`src/opvd_pkg.sv`:
```
// Package for the operand format and vector decode block: constants, modes and carriers.
// Assumes a single CPU clock domain and an asynchronous active-high reset.
package opvd_pkg;

	localparam logic [19:0] TBASE_RESET      = 20'h00000;
	localparam logic [19:0] SPECIAL_TOP      = 20'hffffe;
	localparam logic [19:0] SPECIAL_START    = 20'hffe00;
	localparam logic [19:0] SPECIAL_END      = 20'hfffdb;
	localparam logic [7:0]  SPECIAL_MIN_NUM  = 8'h12;
	localparam logic [3:0]  SPECIAL_HI_NIB   = 4'hf;
	localparam logic [19:0] FIXED_INT_START  = 20'hfffdc;
	localparam logic [19:0] FIXED_INT_END    = 20'hfffff;
	localparam logic [7:0]  FIXED_INT_MAX    = 8'h08;
	localparam logic [8:0]  VEC_TABLE_BYTES  = 9'h100;
	localparam logic [7:0]  SOFT_INT_MAX     = 8'h3f;
	localparam logic [7:0]  PERIPH_INT_MAX   = 8'h1f;
	localparam logic [2:0]  SPECIAL_ENTRY_B  = 3'h2;
	localparam logic [2:0]  INT_ENTRY_B      = 3'h4;
	localparam logic [16:0] ABS_BIT_LIMIT    = 17'h01fff;
	localparam logic [16:0] STATIC8_LIMIT    = 17'h0001f;
	localparam logic [16:0] STATIC11_LIMIT   = 17'h000ff;
	localparam logic [16:0] STATIC16_LIMIT   = 17'h01fff;
	localparam logic [16:0] FRAME_LOW_OFS    = 17'h1fff0;
	localparam logic [16:0] FRAME_HIGH_OFS   = 17'h0000f;
	localparam logic [3:0]  OPC_LONG_BYTES   = 4'h2;
	localparam logic [3:0]  OPC_SHORT_BYTES  = 4'h1;
	localparam logic [1:0]  FIELD_MAX_SHORT  = 2'h2;
	localparam int          QUICK_IMM_LSB    = 4;
	localparam logic [3:0]  QUICK_PLUS8_CODE = 4'h8;
	localparam logic [7:0]  QUICK_PLUS8_VAL  = 8'h08;

	typedef enum logic [2:0] {
		OPVD_BIT_REG, OPVD_BIT_ABS, OPVD_BIT_STATIC, OPVD_BIT_FRAME, OPVD_BIT_AN_IND, OPVD_BIT_AN_REL
	} opvd_bit_mode_t;
	typedef enum logic [1:0] {OPVD_BASE8, OPVD_BASE11, OPVD_BASE16} opvd_base_size_t;
	typedef enum logic [1:0] {OPVD_FMT_G, OPVD_FMT_Q, OPVD_FMT_S, OPVD_FMT_Z} opvd_fmt_t;
	typedef enum logic [1:0] {
		OPVD_VEC_SPECIAL, OPVD_VEC_FIXED, OPVD_VEC_SOFT, OPVD_VEC_PERIPH
	} opvd_vec_kind_t;
	typedef enum logic [1:0] {
		OPVD_STR_FWD, OPVD_STR_BWD, OPVD_STR_FILL
	} opvd_str_op_t;

	typedef struct packed {
		opvd_bit_mode_t  mode;
		opvd_base_size_t bsize;
		logic [15:0]     base;
		logic [15:0]     bitnum;
		logic [15:0]     addr_reg_n;
		logic [15:0]     static_base_reg;
		logic [15:0]     frame_base_reg;
	} opvd_bit_req_t;
	typedef struct packed {
		logic        is_reg;
		logic [19:0] byte_addr;
		logic [3:0]  bit_idx;
		logic        range_err;
	} opvd_bit_res_t;
	typedef struct packed {
		opvd_fmt_t   fmt;
		logic [1:0]  src_bytes;
		logic [1:0]  dst_bytes;
		logic        quick_plus8;
		logic [15:0] opcode;
		logic        int_signed;
		logic        int_word;
		logic [15:0] int_data;
	} opvd_len_req_t;
	typedef struct packed {
		logic [3:0]  total;
		logic [7:0]  imm;
		logic        len_err;
		logic [16:0] int_value;
	} opvd_len_res_t;

endpackage

```
`src/opvd_bitaddr.sv`:
```
// Combinational bit operand locator for register and memory bit addressing.
// Assumes the caller registers the result; base registers arrive in the request.
`timescale 1ns/1ps
`default_nettype none
module opvd_bitaddr (
	input  wire opvd_pkg::opvd_bit_req_t req,
	output opvd_pkg::opvd_bit_res_t      res
);

	function automatic logic [16:0] locate(input logic [16:0] ofs, input logic [15:0] cnt);
		locate = ofs + {4'h0, cnt[15:3]};
	endfunction

	function automatic logic [16:0] base_field(input opvd_pkg::opvd_base_size_t sz,
		input logic [15:0] b);
		case (sz)
			opvd_pkg::OPVD_BASE8:  base_field = {9'h000, b[7:0]};
			opvd_pkg::OPVD_BASE11: base_field = {6'h00, b[10:0]};
			default:               base_field = {1'b0, b};
		endcase
	endfunction

	logic [16:0] rel;
	logic [16:0] lim;

	always_comb
	begin
		res = '0;
		rel = '0;
		lim = opvd_pkg::STATIC16_LIMIT;
		res.bit_idx = {1'b0, req.bitnum[2:0]};
		case (req.mode)
			opvd_pkg::OPVD_BIT_REG:
			begin
				res.is_reg = 1'b1;
				res.bit_idx = req.bitnum[3:0];
				res.range_err = |req.bitnum[15:4];
			end
			opvd_pkg::OPVD_BIT_ABS:
			begin
				rel = locate({1'b0, req.base}, req.bitnum);
				res.byte_addr = {4'h0, rel[15:0]};
				res.range_err = rel > opvd_pkg::ABS_BIT_LIMIT;
			end
			opvd_pkg::OPVD_BIT_STATIC:
			begin
				if (req.bsize == opvd_pkg::OPVD_BASE8)
					lim = opvd_pkg::STATIC8_LIMIT;
				else if (req.bsize == opvd_pkg::OPVD_BASE11)
					lim = opvd_pkg::STATIC11_LIMIT;
				rel = locate(base_field(req.bsize, req.base), req.bitnum);
				res.byte_addr = {4'h0, req.static_base_reg + rel[15:0]};
				res.range_err = rel > lim;
			end
			opvd_pkg::OPVD_BIT_FRAME:
			begin
				rel = locate({{9{req.base[7]}}, req.base[7:0]}, req.bitnum);
				res.byte_addr = {4'h0, req.frame_base_reg + rel[15:0]};
				res.range_err = ($signed(rel) < $signed(opvd_pkg::FRAME_LOW_OFS))
					|| ($signed(rel) > $signed(opvd_pkg::FRAME_HIGH_OFS));
			end
			opvd_pkg::OPVD_BIT_AN_IND:
			begin
				rel = locate(17'h00000, req.addr_reg_n);
				res.byte_addr = {4'h0, rel[15:0]};
				res.bit_idx = {1'b0, req.addr_reg_n[2:0]};
			end
			opvd_pkg::OPVD_BIT_AN_REL:
			begin
				rel = locate(base_field(req.bsize, req.base), req.addr_reg_n);
				res.byte_addr = {4'h0, rel[15:0]};
				res.bit_idx = {1'b0, req.addr_reg_n[2:0]};
			end
			default:
			begin
				res.range_err = 1'b1;
			end
		endcase
	end

endmodule
`default_nettype wire

```
`src/opvd_fmtlen.sv`:
```
// Combinational instruction length, quick immediate and integer widening.
// Assumes the caller supplies operand byte counts already split from the op-code.
`timescale 1ns/1ps
`default_nettype none
module opvd_fmtlen (
	input  wire opvd_pkg::opvd_len_req_t req,
	output opvd_pkg::opvd_len_res_t      res
);

	logic [3:0] nib;

	always_comb
	begin
		res = '0;
		nib = req.opcode[opvd_pkg::QUICK_IMM_LSB +: 4];
		case (req.fmt)
			opvd_pkg::OPVD_FMT_G:
				res.total = opvd_pkg::OPC_LONG_BYTES + {2'h0, req.src_bytes}
					+ {2'h0, req.dst_bytes};
			opvd_pkg::OPVD_FMT_Q:
			begin
				res.total = opvd_pkg::OPC_LONG_BYTES + {2'h0, req.dst_bytes};
				res.len_err = req.dst_bytes > opvd_pkg::FIELD_MAX_SHORT;
				// The plus-eight variant reuses the code that would otherwise mean minus eight.
				if (req.quick_plus8 && nib == opvd_pkg::QUICK_PLUS8_CODE)
					res.imm = opvd_pkg::QUICK_PLUS8_VAL;
				else
					res.imm = {{4{nib[3]}}, nib};
			end
			opvd_pkg::OPVD_FMT_S:
			begin
				res.total = opvd_pkg::OPC_SHORT_BYTES + {2'h0, req.src_bytes}
					+ {2'h0, req.dst_bytes};
				res.len_err = (req.src_bytes > opvd_pkg::FIELD_MAX_SHORT)
					|| (req.dst_bytes > opvd_pkg::FIELD_MAX_SHORT);
			end
			default:
			begin
				res.total = opvd_pkg::OPC_SHORT_BYTES + {2'h0, req.dst_bytes};
				res.len_err = req.dst_bytes > opvd_pkg::FIELD_MAX_SHORT;
				res.imm = 8'h00;
			end
		endcase
		if (req.int_word)
			res.int_value = {req.int_signed & req.int_data[15], req.int_data};
		else
			res.int_value = {{9{req.int_signed & req.int_data[7]}}, req.int_data[7:0]};
	end

endmodule
`default_nettype wire

```
`src/opvd_decode.sv`:
```
// Top of the operand format and vector decode block.
// Assumes requests are synchronous to CLK and the memory bus answers one byte per acknowledge.
`timescale 1ns/1ps
`default_nettype none
module opvd_decode (
	input  wire logic                     CLK,
	input  wire logic                     RST,
	input  wire logic                     BIT_REQ,
	input  wire opvd_pkg::opvd_bit_req_t  BIT_ARGS,
	output logic                          BIT_VALID,
	output opvd_pkg::opvd_bit_res_t       BIT_RESULT,
	input  wire logic                     LEN_REQ,
	input  wire opvd_pkg::opvd_len_req_t  LEN_ARGS,
	output logic                          LEN_VALID,
	output opvd_pkg::opvd_len_res_t       LEN_RESULT,
	input  wire logic                     STR_REQ,
	input  wire opvd_pkg::opvd_str_op_t   STR_OP,
	input  wire logic                     STR_WORD,
	input  wire logic [19:0]              STR_ADDR,
	input  wire logic [15:0]              STR_COUNT,
	output logic                          STR_VALID,
	output logic [19:0]                   STR_NEXT_ADDR,
	output logic [15:0]                   STR_NEXT_COUNT,
	output logic [1:0]                    STR_ELEM_BYTES,
	output logic                          STR_DONE,
	input  wire logic                     TBASE_WE,
	input  wire logic [19:0]              TBASE_WDATA,
	output logic [19:0]                   TBASE_VALUE,
	input  wire logic                     VEC_REQ,
	input  wire opvd_pkg::opvd_vec_kind_t VEC_KIND,
	input  wire logic [7:0]               VEC_NUM,
	output logic                          VEC_BUSY,
	output logic                          VEC_DONE,
	output logic                          VEC_ERR,
	output logic [19:0]                   VEC_ENTRY_ADDR,
	output logic [19:0]                   VEC_HANDLER,
	output logic                          MEM_RD,
	output logic [19:0]                   MEM_ADDR,
	input  wire logic                     MEM_ACK,
	input  wire logic [7:0]               MEM_RDATA
);

	typedef enum logic {OPVD_IDLE, OPVD_FETCH} opvd_state_t;

	opvd_pkg::opvd_bit_res_t bit_next;
	opvd_pkg::opvd_len_res_t len_next;

	opvd_state_t              state_reg;
	opvd_pkg::opvd_vec_kind_t kind_reg;
	logic [19:0]              tbase_reg;
	logic [1:0]               lane_reg;
	logic [2:0]               nbytes_reg;
	logic [31:0]              data_reg;
	logic [31:0]              data_next;
	logic [19:0]              handler_next;
	logic [19:0]              entry_next;
	logic [2:0]               entry_bytes;
	logic                     entry_err;
	logic [19:0]              str_step;
	logic                     last_ack;

	opvd_bitaddr u_bitaddr (
		.req (BIT_ARGS),
		.res (bit_next)
	);

	opvd_fmtlen u_fmtlen (
		.req (LEN_ARGS),
		.res (len_next)
	);

	always_ff @(posedge CLK or posedge RST)
	begin
		if (RST)
		begin
			BIT_VALID <= 1'b0;
			BIT_RESULT <= '0;
		end
		else
		begin
			BIT_VALID <= BIT_REQ;
			if (BIT_REQ)
				BIT_RESULT <= bit_next;
		end
	end

	always_ff @(posedge CLK or posedge RST)
	begin
		if (RST)
		begin
			LEN_VALID <= 1'b0;
			LEN_RESULT <= '0;
		end
		else
		begin
			LEN_VALID <= LEN_REQ;
			if (LEN_REQ)
				LEN_RESULT <= len_next;
		end
	end

	// String stepping: one element per request, address moves by the element size unless the count is already zero.
	always_comb
	begin
		str_step = STR_WORD ? 20'h00002 : 20'h00001;
	end

	always_ff @(posedge CLK or posedge RST)
	begin
		if (RST)
		begin
			STR_VALID <= 1'b0;
			STR_NEXT_ADDR <= '0;
			STR_NEXT_COUNT <= '0;
			STR_ELEM_BYTES <= 2'h0;
			STR_DONE <= 1'b0;
		end
		else
		begin
			STR_VALID <= STR_REQ;
			if (STR_REQ)
			begin
				STR_ELEM_BYTES <= STR_WORD ? 2'h2 : 2'h1;
				if (STR_COUNT == 16'h0000)
				begin
					STR_NEXT_ADDR <= STR_ADDR;
					STR_NEXT_COUNT <= 16'h0000;
					STR_DONE <= 1'b1;
				end
				else
				begin
					case (STR_OP)
						opvd_pkg::OPVD_STR_BWD:
							STR_NEXT_ADDR <= STR_ADDR - str_step;
						default:
							STR_NEXT_ADDR <= STR_ADDR + str_step;
					endcase
					STR_NEXT_COUNT <= STR_COUNT - 16'h0001;
					STR_DONE <= STR_COUNT == 16'h0001;
				end
			end
		end
	end

	always_ff @(posedge CLK or posedge RST)
	begin
		if (RST)
			tbase_reg <= opvd_pkg::TBASE_RESET;
		else if (TBASE_WE)
			tbase_reg <= TBASE_WDATA;
	end

	always_ff @(posedge CLK or posedge RST)
	begin
		if (RST)
			TBASE_VALUE <= opvd_pkg::TBASE_RESET;
		else if (TBASE_WE)
			TBASE_VALUE <= TBASE_WDATA;
	end

	// Entry address for each vector kind. Out-of-range numbers are refused without a fetch.
	always_comb
	begin
		entry_next = '0;
		entry_bytes = opvd_pkg::INT_ENTRY_B;
		entry_err = 1'b0;
		case (VEC_KIND)
			opvd_pkg::OPVD_VEC_SPECIAL:
			begin
				entry_next = opvd_pkg::SPECIAL_TOP - {11'h000, VEC_NUM, 1'b0};
				entry_bytes = opvd_pkg::SPECIAL_ENTRY_B;
				entry_err = VEC_NUM < opvd_pkg::SPECIAL_MIN_NUM;
			end
			opvd_pkg::OPVD_VEC_FIXED:
			begin
				entry_next = opvd_pkg::FIXED_INT_START + {10'h000, VEC_NUM, 2'b00};
				entry_err = VEC_NUM > opvd_pkg::FIXED_INT_MAX;
			end
			opvd_pkg::OPVD_VEC_SOFT:
			begin
				entry_next = tbase_reg + {10'h000, VEC_NUM, 2'b00};
				entry_err = VEC_NUM > opvd_pkg::SOFT_INT_MAX;
			end
			opvd_pkg::OPVD_VEC_PERIPH:
			begin
				entry_next = tbase_reg + {10'h000, VEC_NUM, 2'b00};
				entry_err = VEC_NUM > opvd_pkg::PERIPH_INT_MAX;
			end
			default:
			begin
				entry_err = 1'b1;
			end
		endcase
	end

	// Each arriving byte drops into the lane of its order, lowest address lowest.
	always_comb
	begin
		data_next = data_reg;
		case (lane_reg)
			2'h0: data_next[7:0] = MEM_RDATA;
			2'h1: data_next[15:8] = MEM_RDATA;
			2'h2: data_next[23:16] = MEM_RDATA;
			default: data_next[31:24] = MEM_RDATA;
		endcase
		if (kind_reg == opvd_pkg::OPVD_VEC_SPECIAL)
			handler_next = {opvd_pkg::SPECIAL_HI_NIB, data_next[15:0]};
		else
			handler_next = data_next[19:0];
		last_ack = MEM_ACK && ({1'b0, lane_reg} == nbytes_reg - 3'h1);
	end

	always_ff @(posedge CLK or posedge RST)
	begin
		if (RST)
		begin
			state_reg <= OPVD_IDLE;
			kind_reg <= opvd_pkg::OPVD_VEC_SPECIAL;
			lane_reg <= 2'h0;
			nbytes_reg <= 3'h0;
			data_reg <= '0;
		end
		else
		begin
			case (state_reg)
				OPVD_IDLE:
				begin
					if (VEC_REQ && !entry_err)
					begin
						state_reg <= OPVD_FETCH;
						kind_reg <= VEC_KIND;
						lane_reg <= 2'h0;
						nbytes_reg <= entry_bytes;
						data_reg <= '0;
					end
				end
				OPVD_FETCH:
				begin
					if (MEM_ACK)
					begin
						data_reg <= data_next;
						lane_reg <= lane_reg + 2'h1;
					end
					if (last_ack)
						state_reg <= OPVD_IDLE;
				end
				default:
				begin
					state_reg <= OPVD_IDLE;
				end
			endcase
		end
	end

	// The read strobe is held with its address until the bus acknowledges each byte.
	always_ff @(posedge CLK or posedge RST)
	begin
		if (RST)
		begin
			MEM_RD <= 1'b0;
			MEM_ADDR <= '0;
		end
		else if (state_reg == OPVD_IDLE)
		begin
			MEM_RD <= VEC_REQ && !entry_err;
			if (VEC_REQ && !entry_err)
				MEM_ADDR <= entry_next;
		end
		else if (MEM_ACK)
		begin
			MEM_RD <= !last_ack;
			MEM_ADDR <= MEM_ADDR + 20'h00001;
		end
	end

	always_ff @(posedge CLK or posedge RST)
	begin
		if (RST)
			VEC_BUSY <= 1'b0;
		else if (state_reg == OPVD_IDLE)
			VEC_BUSY <= VEC_REQ && !entry_err;
		else if (last_ack)
			VEC_BUSY <= 1'b0;
	end

	always_ff @(posedge CLK or posedge RST)
	begin
		if (RST)
		begin
			VEC_DONE <= 1'b0;
			VEC_ERR <= 1'b0;
			VEC_ENTRY_ADDR <= '0;
			VEC_HANDLER <= '0;
		end
		else
		begin
			VEC_DONE <= 1'b0;
			if (state_reg == OPVD_IDLE && VEC_REQ)
			begin
				VEC_ENTRY_ADDR <= entry_next;
				VEC_ERR <= entry_err;
				VEC_DONE <= entry_err;
			end
			else if (state_reg == OPVD_FETCH && last_ack)
			begin
				VEC_HANDLER <= handler_next;
				VEC_ERR <= 1'b0;
				VEC_DONE <= 1'b1;
			end
		end
	end

endmodule
`default_nettype wire

```
`config.mk`:
```
export PLATFORM = sky130hd
export DESIGN_NAME = opvd_decode
export DESIGN_NICKNAME = d
export VERILOG_FILES = /design/src/opvd_pkg.sv /design/src/opvd_bitaddr.sv /design/src/opvd_fmtlen.sv /design/src/opvd_decode.sv
export SDC_FILE = /design/constraint.sdc
export NUM_CORES = 1
export LEC_CHECK = 0
export BUFFER_PORTS_ARGS = -buffer_cell sky130_fd_sc_hd__buf_2
export CORE_UTILIZATION = 55
export DETAILED_ROUTE_END_ITERATION = 8
export PLACE_DENSITY = 0.9
export REMOVE_ABC_BUFFERS = 1
export SLEW_MARGIN = 20
export SYNTH_ARGS = -nofsm -noshare
export SYNTH_HDL_FRONTEND = slang
export SYNTH_HIERARCHICAL = 1
export SYNTH_SLANG_ARGS = --single-unit
```
`constraint.sdc`:
```
create_clock -name CLK -period 8.2 [get_ports CLK]
set_input_delay 0.82 -clock CLK [delete_from_list [all_inputs] [get_ports CLK]]
set_output_delay 0.82 -clock CLK [all_outputs]
set_load 0.01 [all_outputs]
```
After elaboration in Yosys (flattened, before gate mapping). Index checks and enable logic that the tools add are counted.

Flip-flop bits (word level): 210. Latch bits: 0. Memory bits (writable): 0. ROM bits: 0. Input port bits: 211. Output and inout port bits: 182. Word-level logic and storage cells: 156. Memories kept: 0.

$add $sub $neg: 21. Multipliers: 0. Div/mod/pow operators: 0. Magnitude comparators: 10. Eq/ne operators: 20. Shift operators: 0. Multiplexer cells: 48. Bitwise operators: 4. Reduce and logical (&&, ||, !) cells: 25.

Operator list (number): $mux 20 (8); $pmux 16 s5 (1); $mux 17 (4); $pmux 20 s3 (1); $pmux 20 s2 (1); $add 16x16->16 (2); $mux 16 (2); $mux 8 (4); $pmux 16 s2 (1); $add 20x1->20 const B (1); $add 20x10->20 (1); $add 20x2->20 (1); $sub 20x2->20 (1); $add 16x13->17 (1); $add 17x13->17 (1); $gt 17x13->1 const B (1); $gt 17x17->1 (1); $gt 17x5->1 const B (1); $lt 17x5->1 const B (1); $add 16x13->16 (1); $eq 16x1->1 const B (1); $logic_not 16->1 (1); $sub 16x1->16 const B (1); $add 8x14->15 (1); other kinds (43) (89).

Depth between registers and ports, before layout. Gate-level depths: netlist (run 1).

Depth after elaboration: 6. Mapped depth: 19. Mapped depth without buffers: 19.

By module. Netlist (run 1), hierarchy kept.

By module, submodules not included: opvd_decode (instances 1, cells an instance 1049, area an instance 10750.3 µm², seq. area each 5230.0 µm²); opvd_bitaddr (instances 1, cells an instance 571, area an instance 4314.1 µm², seq. area each 0.0 µm²); opvd_fmtlen (instances 1, cells an instance 67, area an instance 504.2 µm², seq. area each 0.0 µm²).

Worst setup path after synthesis (run 1). OpenSTA, ideal clock, no wires.

Path kind: input to register. From: input BIT_ARGS[51] in the netlist's numbering. To: register BIT_RESULT[20] in the netlist's numbering. Library setup time: 0.125 ns. Arrival time: 4.246 ns. Required time: 8.075 ns. Slack: 3.829 ns. Stages: 19. Buffers on the path: 0. Path through: ha_1 inv_1 fa_1 nor2b_4 o31a_4 o21ai_1 nor3b_1 nor2_1 ha_1 o21a_1 o21ai_0 nand2b_1 a41o_1 a31oi_1 o21ai_0 xor2_1 a22oi_1 o211ai_2 mux2_2.

RTL lines: from (decl) (RTL line opvd_decode.sv:9) `input wire opvd_pkg::opvd_bit_req_t BIT_ARGS,`; to (signal assigned) (RTL line opvd_decode.sv:83) `BIT_RESULT <= bit_next;`; to (decl) (RTL line opvd_decode.sv:11) `output opvd_pkg::opvd_bit_res_t BIT_RESULT,`.

==> results of run 1 <==
[cell type report]
class / instances / area, um^2
tap: 378 / 473
timing repair buffer: 387 / 1950
multi-input combinational: 1340 / 9680
clock inverter: 13 / 218
sequential: 209 / 5230
inverter: 58 / 225
antenna: 1 / 2.50
clock buffer: 30 / 663
fill: 2231 / 9330
[synth_stat cells, types with 20 or more instances]
cell type and instances:
a21o_1 21, a21oi_1 83, a31oi_1 20, clkbuf_1 41
dfrtp_1 209, ha_1 104, inv_1 56, mux2_2 80
mux2i_1 36, nand2_1 170, nand2b_1 26, nand3_1 38
nor2_1 102, nor2b_1 25, nor3_1 41, o21ai_0 104
xnor2_1 56, xor2_1 31
[logic make-up (layout without fill, tap and decap cells)]
| logic type | count (synthesis) | in the layout | share of synthesized area [%] |
|---|---|---|---|
| DFF | 209 | 209 | 33.6 |
| muxes | 118 | 118 | 8.39 |
| AOI/OAI and AO/OA | 468 | 468 | 21.3 |
| adders and majority gates | 111 | 111 | 9.26 |
| xor gates and xnor gates | 89 | 89 | 5.14 |
| buffers and inverters | 141 | 488 | 4.28 |
| and+or+nand+nor | 550 | 550 | 18.0 |
| other | 1 | 5 | 0.0241 |
[power groups by stage]
stage / Clock [W] / Combinational (W) / Sequential (W)
2_1_floorplan: 0 / 0.00102 / 0.00160
3_3_place_gp: 0 / 0.00167 / 0.00153
4_1_cts: 0.00121 / 0.00175 / 0.00153
3_5_place_dp: 0 / 0.00174 / 0.00155
6_report: 0.00119 / 0.00177 / 0.00154
5_1_grt: 0.00125 / 0.00194 / 0.00157
[worst paths after layout]
check,from,endpoint,depth (start not counted)
setup / recovery,BIT_ARGS[71],BIT_RESULT[0]$_DFFE_PP0P_,18
hold / removal,RST,LEN_RESULT[8]$_DFFE_PP0P_,2
setup reg to reg,state_reg$_DFF_PP0_,VEC_HANDLER[0]$_DFFE_PP0P_,6
hold reg to reg,VEC_HANDLER[5]$_DFFE_PP0P_,VEC_HANDLER[5]$_DFFE_PP0P_,2
max in group asynchronous,RST,STR_NEXT_ADDR[18]$_DFFE_PP0P_,4
min in group CLK,VEC_HANDLER[5]$_DFFE_PP0P_,VEC_HANDLER[5]$_DFFE_PP0P_,2
[per-layer routing]
layer | vias to the layer above | track usage (%) | share of wire, % | wire length (um)
met4 | 0 | 15.7 | 4.9 | 2420
met5 | - | 0 | 0 | 0
met2 | 869 | 55.1 | 46 | 22600
li1 | 6908 | - | - | -
met1 | 7168 | 41.7 | 40 | 19500
met3 | 167 | 5.67 | 9.1 | 4450
[metrics by stage]
stage | cell area (um^2) | hold WS (ns)
2_1_floorplan | 15100 | 0.442
3_3_place_gp | 17600 | 0.457
3_5_place_dp | 17600 | 0.464
4_1_cts | 18400 | 0.449
5_1_grt | 18400 | 0.481
6_report | 18400 | 0.423
==> qor.yml, run 1 <==
synth:
  yosys_warnings: 6
  synth_ff_type: "dfrtp_1"
  synth-edff-count: 0
  synthArstFlopShare_pct: 100
  synth-seq-area-share_pct: 33.6
  synth_top_area_share_pct: 33.6
  synth_top_area_cell: "dfrtp_1"
  syn-cell-area_um2: 15600
  synth_cells: 1687
  syn_avg_cell_area_um2: 9.23
  synth.distinct_cells: 112
  synth-seq-cells: 209
  synth_area_leaders: "dfrtp_1 34%, ha_1 8.4%, mux2_2 5.8%, nand2_1 4.1%, o21ai_0 3.3%"
timing:
  fin_crit_ns: 4.64
  setup-violations-final: 0
  drv_slew: 0
  finalWorstSetupSlack_ns: 3.56
  rsz0062_at_grt: "no"
  max_clock_freq_ghz: 0.215
  period_share_pct: 56.6
  final.setup.tns_ns: 0
  max-slew-margin-rel_pct: 37.5
  final_hold_viol_count: 0
  worstMarginPinSlew_ns: 0.934
  clock_skew_ns: 0.0114
final_layout:
  stdcell_count: 2416
  layout-drive-gt1-share_pct: 28.0
  largest_register_ffs: 30
  area_growth_pct: 18.5
  reg_top3: "LEN_RESULT (30), BIT_RESULT (26)"
  num-nets-final: 2342
  layout_commonest_cell: "buf_2"
  top_register: "LEN_RESULT"
  final_util_pct: 66.4
  layout_common_cells: "380 x buf_2, 209 x dfrtp_1, 170 x nand2_1"
die:
  die_h_um: 170
  die_w_um: 170
  rows: 61
  die_area_um2: 29000
  io_pins: 393
  coreArea_um2: 27800
  initial_core_util_pct: 56.0
drt:
  dr.pass1.iters: 6
  drt-vias-per-instance: 6.25
  drtIter0Drc: 1183
  via_count: 15100
  drcViolationCount: 0
  drt-total-wl_mm: 49.0
  ant_nets: 0
  wl_per_cell_um: 20.3
grt:
  grt_pass1_wl_mm: 76.1
  antenna_found_initial: 1
  grt_max_degree: 101
  grt_pass1_vias: 14500
  grt_overflow: 0
  globalRouteTotalUtil_pct: 33.1
worst_setup_path:
  critPathMaxStageDelay_ns: 0.45
  path_buf_inv: 1
  cp-start-kind: "primary input"
  cp_slowest_cell: "a2111oi_0"
  required_ns: 8.62
  end_kind: "flop"
  worstPathMaxFanout: 16
  worstSetupPathType: "in -> reg"
  critPathTopFamily: "compound AO/OA/AOI/OAI gates"
  arrival_ns: 5.06
  cpMostUsedCell: "nand3_1"
  cp_cell_sequence: "buf_2 -> ha_1 -> a21oi_4 -> nand3_2 -> o21a_4 -> a21oi_1 -> o21bai_1 -> xor2_1 -> ha_1 -> nand3_1 -> or2_2 -> nor3_1 -> nand3_1 -> a2111oi_0 -> a21oi_1 -> a311oi_1 -> nand3_1 -> mux2_2"
  regToRegSetupSlack_ns: 5.04
clocking:
  cts_tree: "yes"
  clkTransAtPathRegs_ns: 0.07
  cts_max_path_buffers: 3
  ctsResizeCount: 0
  cts_root_buf: "clkbuf_16"
  cts_hold_buf: 0
  cts_buffers: 24
  htree_num_levels: 1
  clock_sinks: 209
  clock_latency_ns: 0.53
  postCtsSetupBuffers: 0
pwr:
  intPower_w: 0.00280
  p_leak_nw: 8.67
  p_total_w: 0.00450
  ir_worst_vdd_mv: 0.191
  seqPwrFrac_pct: 34.2
  switching_share_pct: 37.9
  p_switching_w: 0.00171
  powerDensity_nw_per_um2: 244
  comb_power_share_pct: 39.4
  p_clk_share_pct: 26.4
place:
  gp_congestion: 0.977
  pre_cts_slack_ns: 3.08
  dp_hpwl_mm: 37.0
  dp.cells: 2372
  io_buffers: 380
hold_path:
  worstHoldPathType: "in -> async"
outcome:
  status: "complete, no violations"
flow_run:
  cap_violations: 0
Note: power is estimated with default switching activity, not from simulation.
==> run 2: changes to the inputs <==
- CORE_UTILIZATION: 55 -> 50
- PLACE_DENSITY: 0.9 -> 0.87
- clock period: 8.2 -> 3.82 ns (I/O delays scaled with it)
==> run 2 against run 1 <==
Against the previous run: the flow now finishes with violations (hold timing); sequential power grew 120%; global-route usage is 2.2 points lower; clock power rose by 100%; worst hold slack worse by 0.47 ns; setup slack got worse by 3.5 ns.
==> qor.yml, run 2 (synthesis gave the netlist of run 1 again) <==
worst_setup_path:
  cp-start-kind: "primary input"
  worstPathMaxFanout: 5
  reg2reg_to: "MEM_ADDR[18]$_DFFE_PP0P_"
  worstSetupPathType: "in -> reg"
  r2r-start: "TBASE_VALUE[2]$_DFFE_PP0P_"
  critPathTopFamily: "compound AO/OA/AOI/OAI gates"
  cp_slowest_cell: "o31a_4"
  critPathMaxStageDelay_ns: 0.37
  rr_worst_depth: 9
  cpMostUsedCell: "nand3_1"
  path_buf_inv: 2
  cp_cell_sequence: "buf_2 -> ha_2 -> inv_2 -> fa_2 -> nor2b_4 -> o31a_4 -> o2111ai_4 -> a21oi_2 -> nor3_2 -> xnor2_2 -> ha_1 -> nand3_1 -> or2_4 -> nor3_2 -> nand3_1 -> a2111oi_4 -> a21oi_2 -> a311oi_2 -> nand3_1 -> mux2_2"
  end_kind: "flop"
  regToRegSetupSlack_ns: 1.01
  required_ns: 4.23
  arrival_ns: 4.14
timing:
  fin_crit_ns: 3.73
  drv_slew: 0
  holdWs_ns: -0.0489
  final_hold_viol_count: 8
  worstMarginPinSlew_ns: 0.967
  clock_skew_ns: 0.0134
  period_share_pct: 97.7
  setup-violations-final: 0
  final.setup.tns_ns: 0
  max_clock_freq_ghz: 0.268
  max-slew-margin-rel_pct: 35.5
final_layout:
  layout_common_cells: "380 x buf_2, 209 x dfrtp_1, 170 x nand2_1"
  layout_commonest_cell: "buf_2"
  final_area_um2: 19400
  multi_input_area_um2: 9800
  fillers: 2522
  final_util_pct: 63.5
  register_area_um2: 5230
  area_growth_pct: 24.8
  largest_register_ffs: 30
  reg_top3: "LEN_RESULT (30), BIT_RESULT (26)"
  num-nets-final: 2458
  layout-drive-gt1-share_pct: 32.5
  top_register: "LEN_RESULT"
drt:
  drcViolationCount: 0
  drt-total-wl_mm: 51.0
  ant_nets: 0
  drtIter0Drc: 1044
  dr.pass1.iters: 5
  wl_per_cell_um: 20.0
  drt-vias-per-instance: 6.07
  via_count: 15500
clocking:
  cts_buffers: 24
  clock_sinks: 209
  cts_tree: "yes"
  htree_num_levels: 1
  cts_root_buf: "clkbuf_16"
  clkTransAtPathRegs_ns: 0.06
  clock_latency_ns: 0.53
  cts_max_path_buffers: 3
place:
  dp_hpwl_mm: 39.3
  io_buffers: 380
  gp_congestion: 1.00
  place_area_um2: 18500
pwr:
  powerDensity_nw_per_um2: 505
  p_leak_nw: 9.24
  p_total_w: 0.00982
  ir_worst_vdd_mv: 0.396
grt:
  grt_max_degree: 122
  grt_pass1_vias: 14900
  antenna_found_initial: 5
  grt_pass1_wl_mm: 77.9
  globalRouteTotalUtil_pct: 30.9
  grt_overflow: 0
die:
  initial_core_util_pct: 50.9
  rows: 64
  die_w_um: 178
  io_pins: 393
  die_h_um: 178
  coreArea_um2: 30600
  die_area_um2: 31800
outcome:
  violations: "hold timing"
  status: "finished with violations"
hold_path:
  worstHoldPathType: "in -> async"
flow_run:
  cap_violations: 0
run 2: repair_timing:
item	4_1_cts	5_1_grt
setup buffers	0	4
hold buffers	0	0
hold endpoints to repair	0	0
endpoints found under the setup margin	1	6
gates resized for setup	6	18
pin swaps	1	14
run 2: metal layers:
metal  routed length [um]  vias to the layer above  global-route usage [%]
met2                24200                      751                    52.6
li1                     -                     7151                       -
met5                    0                        -                       0
met4                 2360                        0                    14.4
met1                20400                     7478                    37.4
met3                 4060                      147                    6.14
run 2: power breakdown:
part	total (W)	leakage, nW	switching (W)	internal (W)
clock network	0.00239	0.401	0.000955	0.00143
registers	0.00332	2.55	0.000506	0.00281
logic	0.00411	6.29	0.00227	0.00184
run 2: per-stage QoR:
step	hold slack (ns)	setup WS [ns]	cells
3_3_place_gp	0.456	-0.429	2502
4_1_cts	0.0480	0.00298	2546
2_1_floorplan	0.413	-2.27	1607
6_report	-0.0489	0.0885	2556
3_5_place_dp	0.465	-0.653	2502
5_1_grt	0.0558	-0.0554	2555
run 2: worst reg2reg max path, cell delays in order (launching register included):
cell and delay, ns:
dfrtp_1 0.41, ha_1 0.22, inv_1 0.07, fa_1 0.22, nor2b_1 0.08, o31a_1 0.31
o31ai_1 0.63, o21ai_0 0.22, a21oi_1 0.34, o221a_2 0.26
run 2: layout make-up:
cell class / count / share of cell area (%)
multi-input combinational: 1340 / 50.4
sequential: 209 / 26.9
timing repair buffer: 503 / 14.7
clock buffer: 37 / 3.70
tap: 396 / 2.55
inverter: 58 / 1.16
clock inverter: 7 / 0.528
antenna: 6 / 0.0773
run 2: worst max-delay path by stage:
stage / from / end / slack [ns] / cells past startpoint
detailed placement: BIT_ARGS[51] / BIT_RESULT[0]$_DFFE_PP0P_ / -0.65 / 20
finish: BIT_ARGS[51] / BIT_RESULT[0]$_DFFE_PP0P_ / 0.09 / 20
global placement: BIT_ARGS[51] / BIT_RESULT[20]$_DFFE_PP0P_ / -0.43 / 19
global route: BIT_ARGS[51] / BIT_RESULT[20]$_DFFE_PP0P_ / -0.06 / 19
CTS: BIT_ARGS[51] / BIT_RESULT[0]$_DFFE_PP0P_ / 0.003 / 20
floorplan: RST / BIT_RESULT[0]$_DFFE_PP0P_ / -2.27 / 1
==> run 3: changes to the inputs <==
- CELL_PAD_IN_SITES_DETAIL_PLACEMENT: unset -> 1
- CELL_PAD_IN_SITES_GLOBAL_PLACEMENT: unset -> 1
- CORE_UTILIZATION: 50 -> 37
- PLACE_DENSITY: 0.87 -> 0.86
==> run 3 against run 2 <==
Against the previous run: worst hold slack better by 0.098 ns; largest cell class unchanged; via count up 2.9%; first-iteration DRC count down 3.8%; the run now ends clean; highest routed layer unchanged; clock-buffer cell count down 3; fmax up 0.14%; sequential share of layout area down 0.28 points; cell count up 5.4%; setup slack better by 0.0054 ns.
==> qor.yml, run 3 (synthesis gave the netlist of run 1 again) <==
outcome:
  status: "complete, no violations"
timing:
  fin_crit_ns: 3.73
  max_clock_freq_ghz: 0.268
  setup-violations-final: 0
  clock_skew_ns: 0.0211
  max-slew-margin-rel_pct: 41.7
  final_hold_viol_count: 0
  worstMarginPinSlew_ns: 0.874
  holdWs_ns: 0.0487
  final.setup.tns_ns: 0
  drv_slew: 0
  period_share_pct: 97.5
final_layout:
  layout_common_cells: "380 x buf_2, 209 x dfrtp_1, 170 x nand2_1"
  final_area_um2: 19600
  multi_input_area_um2: 9820
  layout-drive-gt1-share_pct: 32.8
  fillers: 4896
  num-nets-final: 2465
  largest_register_ffs: 30
  area_growth_pct: 26.2
  layout_commonest_cell: "buf_2"
  register_area_um2: 5230
  top_register: "LEN_RESULT"
  reg_top3: "LEN_RESULT (30), BIT_RESULT (26)"
worst_setup_path:
  r2r-start: "TBASE_VALUE[8]$_DFFE_PP0P_"
  cp-start-kind: "primary input"
  critPathMaxStageDelay_ns: 0.37
  cpMostUsedCell: "buf_4"
  end_kind: "flop"
  reg2reg_to: "MEM_ADDR[19]$_DFFE_PP0P_"
  arrival_ns: 4.15
  rr_worst_depth: 7
  required_ns: 4.24
  regToRegSetupSlack_ns: 0.89
  cp_cell_sequence: "buf_2 -> ha_4 -> inv_2 -> fa_2 -> nor2b_4 -> o31a_4 -> buf_4 -> o21ai_4 -> xnor2_2 -> ha_1 -> buf_4 -> and3_1 -> a311oi_2 -> o21bai_1 -> a21oi_2 -> o21ai_2 -> xor2_1 -> a222oi_1 -> o211ai_1 -> mux2_2"
  worstPathMaxFanout: 5
  cp_slowest_cell: "o31a_4"
  worstSetupPathType: "in -> reg"
die:
  die_h_um: 207
  coreArea_um2: 41200
  io_pins: 393
  die_w_um: 207
  initial_core_util_pct: 37.8
  rows: 74
  die_area_um2: 42900
clocking:
  clock_latency_ns: 0.53
  cts_buffers: 25
  clkTransAtPathRegs_ns: 0.06
  clock_sinks: 209
  cts_root_buf: "clkbuf_16"
  cts_hold_buf: 0
  htree_num_levels: 1
  cts_max_path_buffers: 3
  cts_tree: "yes"
place:
  io_buffers: 380
  dp_hpwl_mm: 46.7
  place_area_um2: 18700
  gp_congestion: 0.953
grt:
  grt_pass1_vias: 16800
  globalRouteTotalUtil_pct: 27.7
  grt_overflow: 0
  antenna_found_initial: 5
  grt_pass1_wl_mm: 95.5
  grt_max_degree: 122
drt:
  drt-vias-per-instance: 5.93
  via_count: 16000
  ant_nets: 0
  drcViolationCount: 0
  drtIter0Drc: 1004
  wl_per_cell_um: 22.7
  dr.pass1.iters: 5
  drt-total-wl_mm: 61.2
pwr:
  p_leak_nw: 9.27
  powerDensity_nw_per_um2: 512
  ir_worst_vdd_mv: 0.386
hold_path:
  worstHoldPathType: "in -> async"
flow_run:
  cap_violations: 0
==> run 3: cell type report <==
type / instances / area share, %
timing repair buffer: 509 / 14.7
clock inverter: 8 / 0.484
inverter: 58 / 1.15
clock buffer: 34 / 3.61
antenna: 5 / 0.0637
tap: 532 / 3.39
sequential: 209 / 26.6
multi-input combinational: 1340 / 50.0
==> run 3: critical path: cells and delay by family <==
| kind | cells | cell delay [ns] |
|---|---|---|
| muxes | 1 | 0.28 |
| adders and majority gates | 3 | 0.74 |
| AOI/OAI and AO/OA | 8 | 1.73 |
| buffers and inverters | 4 | 0.50 |
| and+or+nand+nor | 2 | 0.23 |
| xor gates and xnor gates | 2 | 0.28 |
==> run 3: how the worst max path moves through the flow <==
stage | cells past startpoint | start | to
floorplan | 1 | RST | BIT_RESULT[0]$_DFFE_PP0P_
global placement | 20 | BIT_ARGS[51] | BIT_RESULT[0]$_DFFE_PP0P_
detailed placement | 20 | BIT_ARGS[51] | BIT_RESULT[20]$_DFFE_PP0P_
CTS | 20 | BIT_ARGS[51] | BIT_RESULT[18]$_DFFE_PP0P_
global route | 20 | BIT_ARGS[51] | BIT_RESULT[0]$_DFFE_PP0P_
finish | 20 | BIT_ARGS[51] | BIT_RESULT[18]$_DFFE_PP0P_
==> run 3: power by group <==
part           switching, W  internal [W]  leakage (nW)  total, W
logic               0.00243       0.00187          6.32   0.00430
clock network      0.000993       0.00142         0.393   0.00242
registers          0.000535       0.00281          2.55   0.00334
total               0.00396       0.00610          9.27    0.0101
==> run 3: timing repair <==
action,CTS,global route
endpoints found under the hold margin,0,0
endpoints found under the setup margin,3,3
pin swaps,1,24
resized for setup,10,18
buffers inserted,0,4
==> run 3: metrics by stage <==
stage	util, %	setup slack (ns)	power (W)	cells
6_report	47.7	0.0939	0.0101	2695
5_1_grt	47.7	-0.0415	0.0106	2694
4_1_cts	47.3	0.0152	0.0100	2686
3_5_place_dp	45.3	-0.680	0.00753	2644
3_3_place_gp	45.3	-0.437	0.00726	2644
2_1_floorplan	-	-2.27	0.00563	1607
==> run 3: per-layer routing <==
| metal | vias to the layer above | global-route usage (%) | wire length (um) |
|---|---|---|---|
| li1 | 7140 | - | - |
| met1 | 8029 | 33.3 | 24400 |
| met2 | 629 | 48.3 | 30100 |
| met3 | 175 | 4.62 | 3710 |
| met4 | 0 | 13.0 | 2970 |
| met5 | - | 0 | 0 |
